## src/pkg/cvp_defs.svh

```systemverilog
/*
 * Constants of the cell voltage protection sequencer: timebase, scan
 * periods, lockout scan count, hysteresis and reset values.
 * Assumes a 200 MHz clock and 12-bit cell codes of 1.8 V * 8/3 full scale.
 */
// Notes on behaviour
// - Scan every 32ms; after idle period 256ms; after another idle period 512ms.
// - Scan rate follows only time since current was seen, never pending faults.
// - One qualification timer for all cells; fault only if it persists throughout.
// - Each delay is 2-bit scale (us, ms, s, min) plus 10-bit count.
// - Each voltage threshold and release level is its own 12-bit setting.
// - Qualified overvoltage sets high-cell flag; automatic mode opens charge switch.
// - Release after all cells stay below release level for the same delay.
// - Timers tick freely, so second settings may stretch up to double.
// - Charging cell above done level flags; clears below level minus 117mV.
// - Overvoltage lockout sets flag, trips fuse, opens charge paths regardless.
// - Optionally close charge switch during overvoltage while discharging.
// - Qualified undervoltage sets low-cell flag; automatic mode opens discharge switch.
// - With precharge enabled, a low cell routes charge through the precharge switch.
// - After release level plus delay plus 3s, probe load every 256ms.
// - Probe high with cells above release clears low-cell flag, recloses discharge.
// - Qualified sleep sets sleep bit; automatic mode opens switches and sleeps.
// - Five scans below lockout set flag and shutdown; power down or open discharge.
// - Optionally close discharge switch during undervoltage while charging.
// - Scan covers die and two sensors; sensor two may watch the switches.
// - One temperature gain: 0 is gain 2 at 0.9V, 1 is gain 1.
`ifndef CVP_DEFS_SVH
`define CVP_DEFS_SVH
`define CVP_CLK_NS 5
`define CVP_CYC_PER_US (1000 / `CVP_CLK_NS)
`define CVP_US_PER_MS 1000
`define CVP_MS_PER_S 1000
`define CVP_S_PER_MIN 60
`define CVP_SCAN_NORM_MS 32
`define CVP_SCAN_IDLE_MS 256
`define CVP_SCAN_DOZE_MS 512
`define CVP_PROBE_PERIOD_MS 256
`define CVP_UV_EXTRA_S 3
`define CVP_LOCKOUT_SCANS 5
`define CVP_EOC_HYST_MV 117
`define CVP_EOC_HYST_CODE ((`CVP_EOC_HYST_MV * 4095 * 3) / (1800 * 8))
`define CVP_DLY_SCALE_MSB 11
`define CVP_DLY_SCALE_LSB 10
`define CVP_THERMAL_INPUT_GAIN_RST 1'b0
`endif

```

## src/pkg/cvp_pkg.sv

```systemverilog
/*
 * Types of the cell voltage protection sequencer.
 * Assumes nothing beyond the constants header.
 */
package cvp_pkg;
    typedef enum logic [1:0] {SCAN_NORMAL, SCAN_IDLE, SCAN_DOZE} scan_mode_t;
    typedef enum logic [1:0] {REC_QUAL, REC_EXTRA, REC_PROBE} uv_rec_t;
endpackage

```

## src/hw/cell_voltage_protection.sv

```systemverilog
/*
 * Cell voltage protection sequencer: scan pacing, shared qualification
 * timers, flags, lockouts, load probing and automatic switch control.
 * Assumes cell codes and die temperature are valid on scan_done, and that
 * current direction and host bits come from logic on the same clock.
 */
`timescale 1ns/10ps
`include "cvp_defs.svh"
module cell_voltage_protection
    import cvp_pkg::*;
#(
    parameter int NCELL      = 8,
    parameter int CYC_PER_US = `CVP_CYC_PER_US
)
(
    input  wire logic               clk,
    input  wire logic               rst_b,
    output logic                    scan_start,
    input  wire logic               scan_done,
    input  wire logic [NCELL*12-1:0] cell_codes,
    input  wire logic [11:0]        die_temp_code,
    input  wire logic               charging,
    input  wire logic               discharging,
    input  wire logic [11:0]        high_cell_level,
    input  wire logic [11:0]        high_cell_release_level,
    input  wire logic [11:0]        low_cell_level,
    input  wire logic [11:0]        low_cell_release_level,
    input  wire logic [11:0]        sleep_level,
    input  wire logic [11:0]        high_lockout_level,
    input  wire logic [11:0]        low_lockout_level,
    input  wire logic [11:0]        charge_done_level,
    input  wire logic [11:0]        low_charge_level,
    input  wire logic [11:0]        die_overheat_level,
    input  wire logic [11:0]        high_cell_delay,
    input  wire logic [11:0]        low_cell_delay,
    input  wire logic [11:0]        sleep_delay,
    input  wire logic [3:0]         idle_period,
    input  wire logic [3:0]         load_probe_width,
    input  wire logic               probe_high,
    input  wire logic               host_switch_control,
    input  wire logic               host_charge_on,
    input  wire logic               host_precharge_on,
    input  wire logic               host_discharge_on,
    input  wire logic               precharge_enable,
    input  wire logic               charge_on_during_high,
    input  wire logic               discharge_on_during_low,
    input  wire logic               lockout_power_down_select,
    input  wire logic               thermistor2_fet_select,
    input  wire logic               thermal_input_gain,
    output logic                    charge_switch,
    output logic                    precharge_switch,
    output logic                    discharge_switch,
    output logic                    high_cell_flag,
    output logic                    low_cell_flag,
    output logic                    sleep_flag,
    output logic                    high_cell_lockout_flag,
    output logic                    low_cell_lockout_flag,
    output logic                    charge_done_flag,
    output logic                    charge_done_out_n,
    output logic                    fuse_trip_output,
    output logic                    shutdown_out_n,
    output logic                    load_probe_output,
    output logic                    sleep_enter,
    output logic                    power_down,
    output logic                    die_overheat_flag,
    output scan_mode_t              scan_mode,
    output logic                    xt2_fet_mode,
    output logic                    temp_gain_two
);

    logic [7:0]  cyc_cnt;
    logic [9:0]  us_cnt;
    logic [9:0]  ms_cnt;
    logic [5:0]  s_cnt;
    logic        us_tick;
    logic        ms_tick;
    logic        s_tick;
    logic        min_tick;
    logic [3:0]  ticks;
    logic [3:0]  idle_min;
    logic [9:0]  scan_ms;
    logic [9:0]  scan_last;
    logic [NCELL-1:0] c_ov, c_ovr, c_uv, c_uvr, c_slp, c_high_cell_lockout_flag, c_low_cell_lockout_flag;
    logic [NCELL-1:0] c_eoc, c_eocl, c_lvc;
    logic [11:0] eoc_low;
    logic        any_ov, all_ovr, any_uv, all_uvr, any_slp;
    logic        any_eoc, all_eocl, any_lvc;
    logic [2:0]  qual_cond;
    logic [2:0]  qual_done;
    logic [11:0] qual_dly [3];
    logic [2:0]  low_cell_lockout_flag_cnt;
    uv_rec_t     uv_rec;
    logic [1:0]  extra_s;
    logic [8:0]  probe_ms;
    logic        probe_s1, probe_s2;
    logic        probe_seen;
    logic        pre_sel;
    logic        chg_auto, dis_auto;

    // Free-running timebase; qualification ticks come from here, not from crossings
    assign us_tick  = cyc_cnt == 8'(CYC_PER_US - 1);
    assign ms_tick  = us_tick && us_cnt == 10'(`CVP_US_PER_MS - 1);
    assign s_tick   = ms_tick && ms_cnt == 10'(`CVP_MS_PER_S - 1);
    assign min_tick = s_tick && s_cnt == 6'(`CVP_S_PER_MIN - 1);
    assign ticks    = {min_tick, s_tick, ms_tick, us_tick};

    always_ff @(posedge clk or negedge rst_b)
        if (!rst_b)
        begin
            cyc_cnt <= 8'h00;
            us_cnt  <= 10'h000;
            ms_cnt  <= 10'h000;
            s_cnt   <= 6'h00;
        end
        else
        begin
            cyc_cnt <= us_tick ? 8'h00 : cyc_cnt + 8'h01;
            if (us_tick)
                us_cnt <= ms_tick ? 10'h000 : us_cnt + 10'h001;
            if (ms_tick)
                ms_cnt <= s_tick ? 10'h000 : ms_cnt + 10'h001;
            if (s_tick)
                s_cnt <= min_tick ? 6'h00 : s_cnt + 6'h01;
        end

    // Scan mode moves only with idle time; faults have no say in it
    always_ff @(posedge clk or negedge rst_b)
        if (!rst_b)
        begin
            scan_mode <= SCAN_NORMAL;
            idle_min  <= 4'h0;
        end
        else if (charging || discharging)
        begin
            scan_mode <= SCAN_NORMAL;
            idle_min  <= 4'h0;
        end
        else if (min_tick && scan_mode != SCAN_DOZE)
        begin
            if (idle_min == idle_period)
            begin
                idle_min  <= 4'h0;
                scan_mode <= scan_mode == SCAN_NORMAL ? SCAN_IDLE : SCAN_DOZE;
            end
            else
                idle_min <= idle_min + 4'h1;
        end

    // Scan pacing in milliseconds
    always_comb
        unique case (scan_mode)
            SCAN_NORMAL: scan_last = 10'(`CVP_SCAN_NORM_MS - 1);
            SCAN_IDLE:   scan_last = 10'(`CVP_SCAN_IDLE_MS - 1);
            SCAN_DOZE:   scan_last = 10'(`CVP_SCAN_DOZE_MS - 1);
            default:     scan_last = 10'(`CVP_SCAN_NORM_MS - 1);
        endcase

    always_ff @(posedge clk or negedge rst_b)
        if (!rst_b)
        begin
            scan_ms    <= 10'h000;
            scan_start <= 1'b0;
        end
        else
        begin
            scan_start <= ms_tick && scan_ms >= scan_last;
            if (ms_tick)
                scan_ms <= scan_ms >= scan_last ? 10'h000 : scan_ms + 10'h001;
        end

    // Per-cell comparisons against independent thresholds
    assign eoc_low = charge_done_level >= 12'(`CVP_EOC_HYST_CODE)
                   ? charge_done_level - 12'(`CVP_EOC_HYST_CODE) : 12'h000;
    for (genvar gi = 0; gi < NCELL; gi++)
    begin : g_cell
        logic [11:0] cv;
        assign cv         = cell_codes[gi*12 +: 12];
        assign c_ov[gi]   = cv > high_cell_level;
        assign c_ovr[gi]  = cv < high_cell_release_level;
        assign c_uv[gi]   = cv < low_cell_level;
        assign c_uvr[gi]  = cv > low_cell_release_level;
        assign c_slp[gi]  = cv < sleep_level;
        assign c_high_cell_lockout_flag[gi] = cv >= high_lockout_level;
        assign c_low_cell_lockout_flag[gi] = cv < low_lockout_level;
        assign c_eoc[gi]  = cv > charge_done_level;
        assign c_eocl[gi] = cv < eoc_low;
        assign c_lvc[gi]  = cv < low_charge_level;
    end

    // Scan summaries hold until the next scan so timers see a steady level
    always_ff @(posedge clk or negedge rst_b)
        if (!rst_b)
        begin
            {any_ov, all_ovr, any_uv, all_uvr, any_slp} <= 5'h00;
            {any_eoc, all_eocl, any_lvc} <= 3'h0;
        end
        else if (scan_done)
        begin
            {any_ov, all_ovr, any_uv, all_uvr, any_slp} <=
                {|c_ov, &c_ovr, |c_uv, &c_uvr, |c_slp};
            {any_eoc, all_eocl, any_lvc} <= {|c_eoc, &c_eocl, |c_lvc};
        end

    // One shared timer per fault kind; for overvoltage and undervoltage it doubles as the recovery timer
    assign qual_cond[0] = high_cell_flag ? all_ovr : any_ov;
    assign qual_cond[1] = low_cell_flag ? (all_uvr && uv_rec == REC_QUAL) : any_uv;
    assign qual_cond[2] = any_slp && !sleep_flag;
    assign qual_dly[0]  = high_cell_delay;
    assign qual_dly[1]  = low_cell_delay;
    assign qual_dly[2]  = sleep_delay;
    for (genvar gq = 0; gq < 3; gq++)
    begin : g_qual
        logic [10:0] cnt;
        logic [1:0]  scale;
        assign scale         = qual_dly[gq][`CVP_DLY_SCALE_MSB:`CVP_DLY_SCALE_LSB];
        assign qual_done[gq] = qual_cond[gq] && cnt > {1'b0, qual_dly[gq][9:0]};
        always_ff @(posedge clk or negedge rst_b)
            if (!rst_b)
                cnt <= 11'h000;
            else if (!qual_cond[gq] || qual_done[gq])
                cnt <= 11'h000;
            else if (ticks[scale])
                cnt <= cnt + 11'h001;
    end

    // High-cell flag: set on qualified overvoltage, cleared on qualified release
    always_ff @(posedge clk or negedge rst_b)
        if (!rst_b)
            high_cell_flag <= 1'b0;
        else if (qual_done[0])
            high_cell_flag <= !high_cell_flag;

    // Sleep bit and lockout flags are sticky until reset
    always_ff @(posedge clk or negedge rst_b)
        if (!rst_b)
        begin
            sleep_flag             <= 1'b0;
            high_cell_lockout_flag <= 1'b0;
            low_cell_lockout_flag  <= 1'b0;
            low_cell_lockout_flag_cnt               <= 3'h0;
        end
        else
        begin
            if (qual_done[2])
                sleep_flag <= 1'b1;
            if (scan_done && |c_high_cell_lockout_flag)
                high_cell_lockout_flag <= 1'b1;
            if (scan_done)
            begin
                low_cell_lockout_flag_cnt <= |c_low_cell_lockout_flag ? (low_cell_lockout_flag_cnt == 3'(`CVP_LOCKOUT_SCANS) ? low_cell_lockout_flag_cnt
                                       : low_cell_lockout_flag_cnt + 3'h1) : 3'h0;
                if (|c_low_cell_lockout_flag && low_cell_lockout_flag_cnt == 3'(`CVP_LOCKOUT_SCANS - 1))
                    low_cell_lockout_flag <= 1'b1;
            end
        end

    // Low-cell flag and load-probe recovery sequence
    always_ff @(posedge clk or negedge rst_b)
        if (!rst_b)
        begin
            probe_s1 <= 1'b0;
            probe_s2 <= 1'b0;
        end
        else
        begin
            probe_s1 <= probe_high;
            probe_s2 <= probe_s1;
        end

    always_ff @(posedge clk or negedge rst_b)
        if (!rst_b)
        begin
            low_cell_flag     <= 1'b0;
            uv_rec            <= REC_QUAL;
            extra_s           <= 2'h0;
            probe_ms          <= 9'h000;
            probe_seen        <= 1'b0;
            load_probe_output <= 1'b0;
        end
        else if (!low_cell_flag)
        begin
            uv_rec            <= REC_QUAL;
            load_probe_output <= 1'b0;
            if (qual_done[1])
                low_cell_flag <= 1'b1;
        end
        else if (!all_uvr)
        begin
            uv_rec            <= REC_QUAL; // Cells fell back; restart recovery
            load_probe_output <= 1'b0;
        end
        else
            unique case (uv_rec)
                REC_QUAL:
                    if (qual_done[1])
                    begin
                        uv_rec  <= REC_EXTRA;
                        extra_s <= 2'h0;
                    end
                REC_EXTRA:
                    if (s_tick)
                    begin
                        extra_s <= extra_s + 2'h1;
                        if (extra_s == 2'(`CVP_UV_EXTRA_S - 1))
                        begin
                            uv_rec   <= REC_PROBE;
                            probe_ms <= 9'h000;
                        end
                    end
                REC_PROBE:
                    if (ms_tick)
                    begin
                        probe_ms <= probe_ms == 9'(`CVP_PROBE_PERIOD_MS - 1)
                                  ? 9'h000 : probe_ms + 9'h001;
                        load_probe_output <= probe_ms < {5'h00, load_probe_width};
                        if (load_probe_output)
                            probe_seen <= probe_s2;
                        if (probe_ms == {5'h00, load_probe_width} && load_probe_width != 4'h0
                            && probe_seen)
                            low_cell_flag <= 1'b0;
                    end
            endcase

    // End-of-charge flag with hysteresis
    always_ff @(posedge clk or negedge rst_b)
        if (!rst_b)
            charge_done_flag <= 1'b0;
        else if (scan_done && charging && |c_eoc)
            charge_done_flag <= 1'b1;
        else if (scan_done && &c_eocl)
            charge_done_flag <= 1'b0;

    // Die over-temperature and temperature front-end settings
    always_ff @(posedge clk or negedge rst_b)
        if (!rst_b)
        begin
            die_overheat_flag <= 1'b0;
            xt2_fet_mode      <= 1'b0;
            temp_gain_two     <= !`CVP_THERMAL_INPUT_GAIN_RST;
        end
        else
        begin
            if (scan_done)
                die_overheat_flag <= die_temp_code > die_overheat_level;
            xt2_fet_mode  <= thermistor2_fet_select;
            temp_gain_two <= !thermal_input_gain;
        end

    // Automatic switch wishes; high lockout overrides host control, low lockout only with lockout_power_down_select
    assign pre_sel  = precharge_enable && any_lvc;
    assign chg_auto = (!high_cell_flag || (charge_on_during_high && discharging))
                      && !sleep_flag && !die_overheat_flag;
    assign dis_auto = (!low_cell_flag || (discharge_on_during_low && charging))
                      && !sleep_flag && !low_cell_lockout_flag && !die_overheat_flag;

    always_ff @(posedge clk or negedge rst_b)
        if (!rst_b)
        begin
            charge_switch    <= 1'b0;
            precharge_switch <= 1'b0;
            discharge_switch <= 1'b0;
        end
        else if (host_switch_control)
        begin
            charge_switch    <= host_charge_on && !high_cell_lockout_flag;
            precharge_switch <= host_precharge_on && !high_cell_lockout_flag;
            discharge_switch <= host_discharge_on
                                && !(low_cell_lockout_flag && lockout_power_down_select);
        end
        else
        begin
            charge_switch    <= chg_auto && !pre_sel && !high_cell_lockout_flag;
            precharge_switch <= chg_auto && pre_sel && !high_cell_lockout_flag;
            discharge_switch <= dis_auto;
        end

    assign charge_done_out_n = !charge_done_flag;
    assign fuse_trip_output  = high_cell_lockout_flag;
    assign shutdown_out_n    = !low_cell_lockout_flag;
    assign sleep_enter       = sleep_flag && !host_switch_control;
    assign power_down        = low_cell_lockout_flag && lockout_power_down_select;
endmodule

```

## config.mk

```make
export PLATFORM = sky130hd
export DESIGN_NAME = cell_voltage_protection
export DESIGN_NICKNAME = d
export VERILOG_FILES = /design/src/pkg/cvp_pkg.sv /design/src/hw/cell_voltage_protection.sv
export VERILOG_INCLUDE_DIRS = /design/src /design/src/pkg
export SDC_FILE = /design/constraint.sdc
export NUM_CORES = 1
export LEC_CHECK = 0
export BUFFER_PORTS_ARGS = -buffer_cell sky130_fd_sc_hd__buf_2
export CORE_MARGIN = 1
export CORE_UTILIZATION = 60
export CTS_CLUSTER_SIZE = 10
export DETAILED_ROUTE_END_ITERATION = 16
export HOLD_SLACK_MARGIN = 0.02
export PLACE_DENSITY = 0.94
export SETUP_SLACK_MARGIN = 0.3
export SLEW_MARGIN = 20
export SYNTH_ARGS = -nofsm -noshare
export SYNTH_HDL_FRONTEND = slang
export SYNTH_SLANG_ARGS = --single-unit
```

## constraint.sdc

```tcl
create_clock -name clk -period 2.9 [get_ports clk]
set_clock_uncertainty 0.2 [all_clocks]
set_input_delay 0.29 -clock clk [delete_from_list [all_inputs] [get_ports clk]]
set_output_delay 0.29 -clock clk [all_outputs]
set_load 0.05 [all_outputs]
```

==> out/metrics.csv <==
stage;metric;value;unit
global_routing;grt met2 use;70.7;%
global_routing;grt total ovfl;0;
yosys;Synth Flop Type;dfrtp_1;
worst_setup_path;register-to-register setup slack;-360;ps
worst_setup_path;slowest stage delay, CP;390;ps
final_layout;most frequent cells in the layout;974 x ha_1, 304 x buf_2, 289 x buf_4;
routing;1st-iter DRT viols;4152;
yosys;Mapped Cells;3130;
final_layout;Final nets;5034;
placement;dpl cells;4283;
clock_tree;Root Buffer;clkbuf_16;
yosys;Post-synth EDFFs;0;
status;status;complete, but fails checks;
floorplan;Core Region;44300;µm²
timing;final setup fails;14;
global_routing;first-pass GRT wire length;169000;µm
power;total chip power;8.54;mW
clock_tree;clock tree buffer depth;2;
global_routing;vias in the first global route;30000;
clock_tree;CTS Buf Count;17;
final_layout;Cell Count, Final, Fillers Out;4374;
power;PwrDens;257;nW/µm²
timing;Hold Vio Cnt, Final;0;
floorplan;DIE WIDTH;214;µm
timing;min cycle time layout;3600;ps
final_layout;Syn-to-layout area delta;23.2;%
floorplan;Die Y;214;µm
yosys;top post-synthesis cells by area;ha_1 45%, dfrtp_1 11%, a21oi_1 4.5%;
yosys;Yosys reg bits;122;
min_path;worst hold path type;input port to asynchronous set/reset pin;
power;sequential fraction of design power;20.9;%
yosys;Synth top area share;45.5;%
placement;dpl cell area;31400;µm²
worst_setup_path;crit path cell chain;buf_2 -> ha_2 -> nor4_4 -> o21ai_2 -> or3_4 -> nor3_4 -> a21oi_4 -> buf_4 -> ha_1 -> and4_4 -> nand3_1 -> o21ai_1 -> nor4_2 -> nand4_1 -> nor4_4 -> buf_4 -> o22ai_2;
routing;1st-pass router iterations;9;
timing;final period utilization;124;%
routing;final WL;118000;µm
yosys;post-synth cell types;76;
worst_setup_path;critical path class;input port to register;
yosys;area leader, netlist;ha_1;
worst_setup_path;critical path's slowest cell;nor4_4;
worst_setup_path;Critical Path AT;3710;ps
worst_setup_path;crit path capture type;register;
placement;I/O Buffers;308;
yosys;register area share after synthesis;11.3;%
floorplan;Starting Density;60.9;%
final_layout;post-route cell area;33200;µm²
timing;final worst slack;-696;ps
power;Pleak;17.4;nW
yosys;syn_nets;4398;
floorplan;num rows;77;
worst_setup_path;r2r worst-path depth;10;
clock_tree;H-tree lvl count;4;
yosys;synth warn;0;
routing;wire per inst;26.9;µm
power;Clk network pwr share;25.8;%
routing;mean number of vias per cell;7.19;
power;VDD IR max;0.000442;V
timing;Max-slew headroom;46.7;%
floorplan;Die Area;45800;µm²
yosys;Mean Syn Cell Area;8.62;µm²
timing;Pins Over Slew Limit;0;
status;failing checks;setup timing;
placement;setup slack at placement;-1500;ps
timing;Hold Slack;82.3;ps
final_layout;proportion of layout cells with a drive suffix above 1;20.8;%
power;Comb pwr share;53.3;%
clock_tree;clock latency on the worst-skew pair;440;ps
worst_setup_path;Crit Path Max Fanout;6;
global_routing;antenna violations before repair;9;
power;Net Sw Power;3.66;mW
routing;total number of vias;31400;
routing;DR DRC count;0;
global_routing;M3 GR Usage;14.3;%
global_routing;grt peak-use layer;met2;
placement;hpwl dp;87700;µm
yosys;FFs w/ async S/R, synth;100;%
placement;GP Congestion;1.10;
clock_tree;# clock sinks;122;
routing;DRT antenna net count;0;
global_routing;GRT Overall Usage;47.6;%
power;sw frac;42.8;%
yosys;Synth Cell Area;27000;µm²
global_routing;largest net degree at the start of global routing;106;
run;Max-Cap Viols;0;
clock_tree;TritonCTS clock tree;built;
timing;RSZ-0062 raised after global routing;yes;
global_routing;GR Util met1;56.2;%
timing;f_max;278;MHz
worst_setup_path;Crit path required time;3010;ps
power;Int Power;4.88;mW
floorplan;I/O Pins;309;
timing;Worst-Margin Slew;791;ps
worst_setup_path;Startpoint Class;input port;
final_layout;most common cell after layout, fill and taps aside;ha_1;
clock_tree;Worst-path clk slew;60;ps
[cells in the mapped netlist, types with 10 or more instances]
cell	number
o2111ai_1	26
and4_1	17
xor2_1	12
o22ai_1	25
nand4_1	117
o21ai_0	181
a211o_1	11
nor2_1	129
a211oi_1	59
o21a_1	30
nor4_1	23
or3_1	17
a21o_1	129
nand3_1	124
nor2b_1	43
clkbuf_1	16
a41oi_1	10
dfrtp_1	121
xnor2_1	34
o31ai_1	22
nor3_1	77
a21oi_1	240
o211ai_1	38
inv_1	195
ha_1	980
and3_1	31
nand2_1	180
a31oi_1	16
a21boi_0	17
a22oi_1	14
a2111oi_0	25
nand2b_1	48
[metrics by stage]
step / TNS, ps / util (%)
after floorplan: -530 / -
after global placement: -1500 / 70.7
after detailed placement: -2080 / 70.7
after CTS: -616 / 73.3
after global routing: -21800 / 75.0
final: -2370 / 75.0
[registers in the layout, indices dropped and copies added, names as in the netlist, 2 cells and up]
name	count
probe_ms	9
scan_mode	2
scan_ms	10
extra_s	2
idle_min	4
uv_rec	2
us_cnt	10
g_qual.cnt	33
ms_cnt	10
s_cnt	6
low_cell_lockout_flag_cnt	3
cyc_cnt	8
[worst paths after layout]
kind,end,start
min in group clk,charge_switch$_DFF_PN0_,host_switch_control
max in group asynchronous,g_qual[1].cnt[6]$_DFFE_PN0P_,rst_b
hold / removal,cyc_cnt[7]$_DFF_PN0_,rst_b
hold reg to reg,probe_s2$_DFF_PN0_,probe_s1$_DFF_PN0_
setup / recovery,charge_done_flag$_DFFE_PN0P_,charge_done_level[0]
setup reg to reg,g_qual[1].cnt[4]$_DFFE_PN0P_,us_cnt[8]$_DFFE_PN0P_
[per-layer routing]
layer  part of all wire [%]  up-vias
li1                       -    13500
met1                     34    14200
met2                     39     2763
met3                     15     1005
met4                     11       12
met5                  0.066        -
[layout make-up]
cell class / instances / area, µm²
multi-input cells: 2796 / 23900
diodes: 4 / 10.0
fillers: 2999 / 11100
clock inverters: 10 / 118
repair buffers: 634 / 4200
clock buffers: 21 / 470
inverters: 195 / 736
well taps: 592 / 741
flip-flops and latches: 122 / 3060
[power groups by stage]
| stage | sequential [mW] | combinational (mW) | clock [mW] |
|---|---|---|---|
| after floorplan | 1.82 | 2.28 | 0 |
| after global placement | 1.80 | 3.95 | 0 |
| after detailed placement | 1.80 | 4.17 | 0 |
| after CTS | 1.77 | 4.24 | 2.16 |
| after global routing | 1.78 | 4.90 | 2.27 |
| final | 1.78 | 4.56 | 2.20 |
[worst max-delay path: cells and delay by family]
kind,cells,cell delay [ps]
AO/OA/AOI/OAI,4,330
adder cells (fa/ha/maj),2,530
buffers and inverters,3,450
AND/OR/NAND/NOR,8,2090
[cell families (layout without fill, tap and decap cells)]
family	after synthesis	count (layout)	synth area share (%)
adder cells (fa/ha/maj)	980	980	45.5
AO/OA/AOI/OAI	902	902	21.7
AND/OR/NAND/NOR	856	857	16.6
buffers and inverters	213	860	2.98
multiplexers	11	11	0.431
XOR/XNOR	46	46	1.49
flip-flops	122	122	11.3
other	0	4	0
[repair_timing]
action                                  CTS  global route
gates resized for setup                  64           128
setup buffers                            20            25
pin swaps                                34            65
endpoints found under the setup margin   62            75
hold buffers                             10             0
endpoints found under the hold margin   128             0
gates cloned                              0             1
Power figures use the tool's default switching activity.
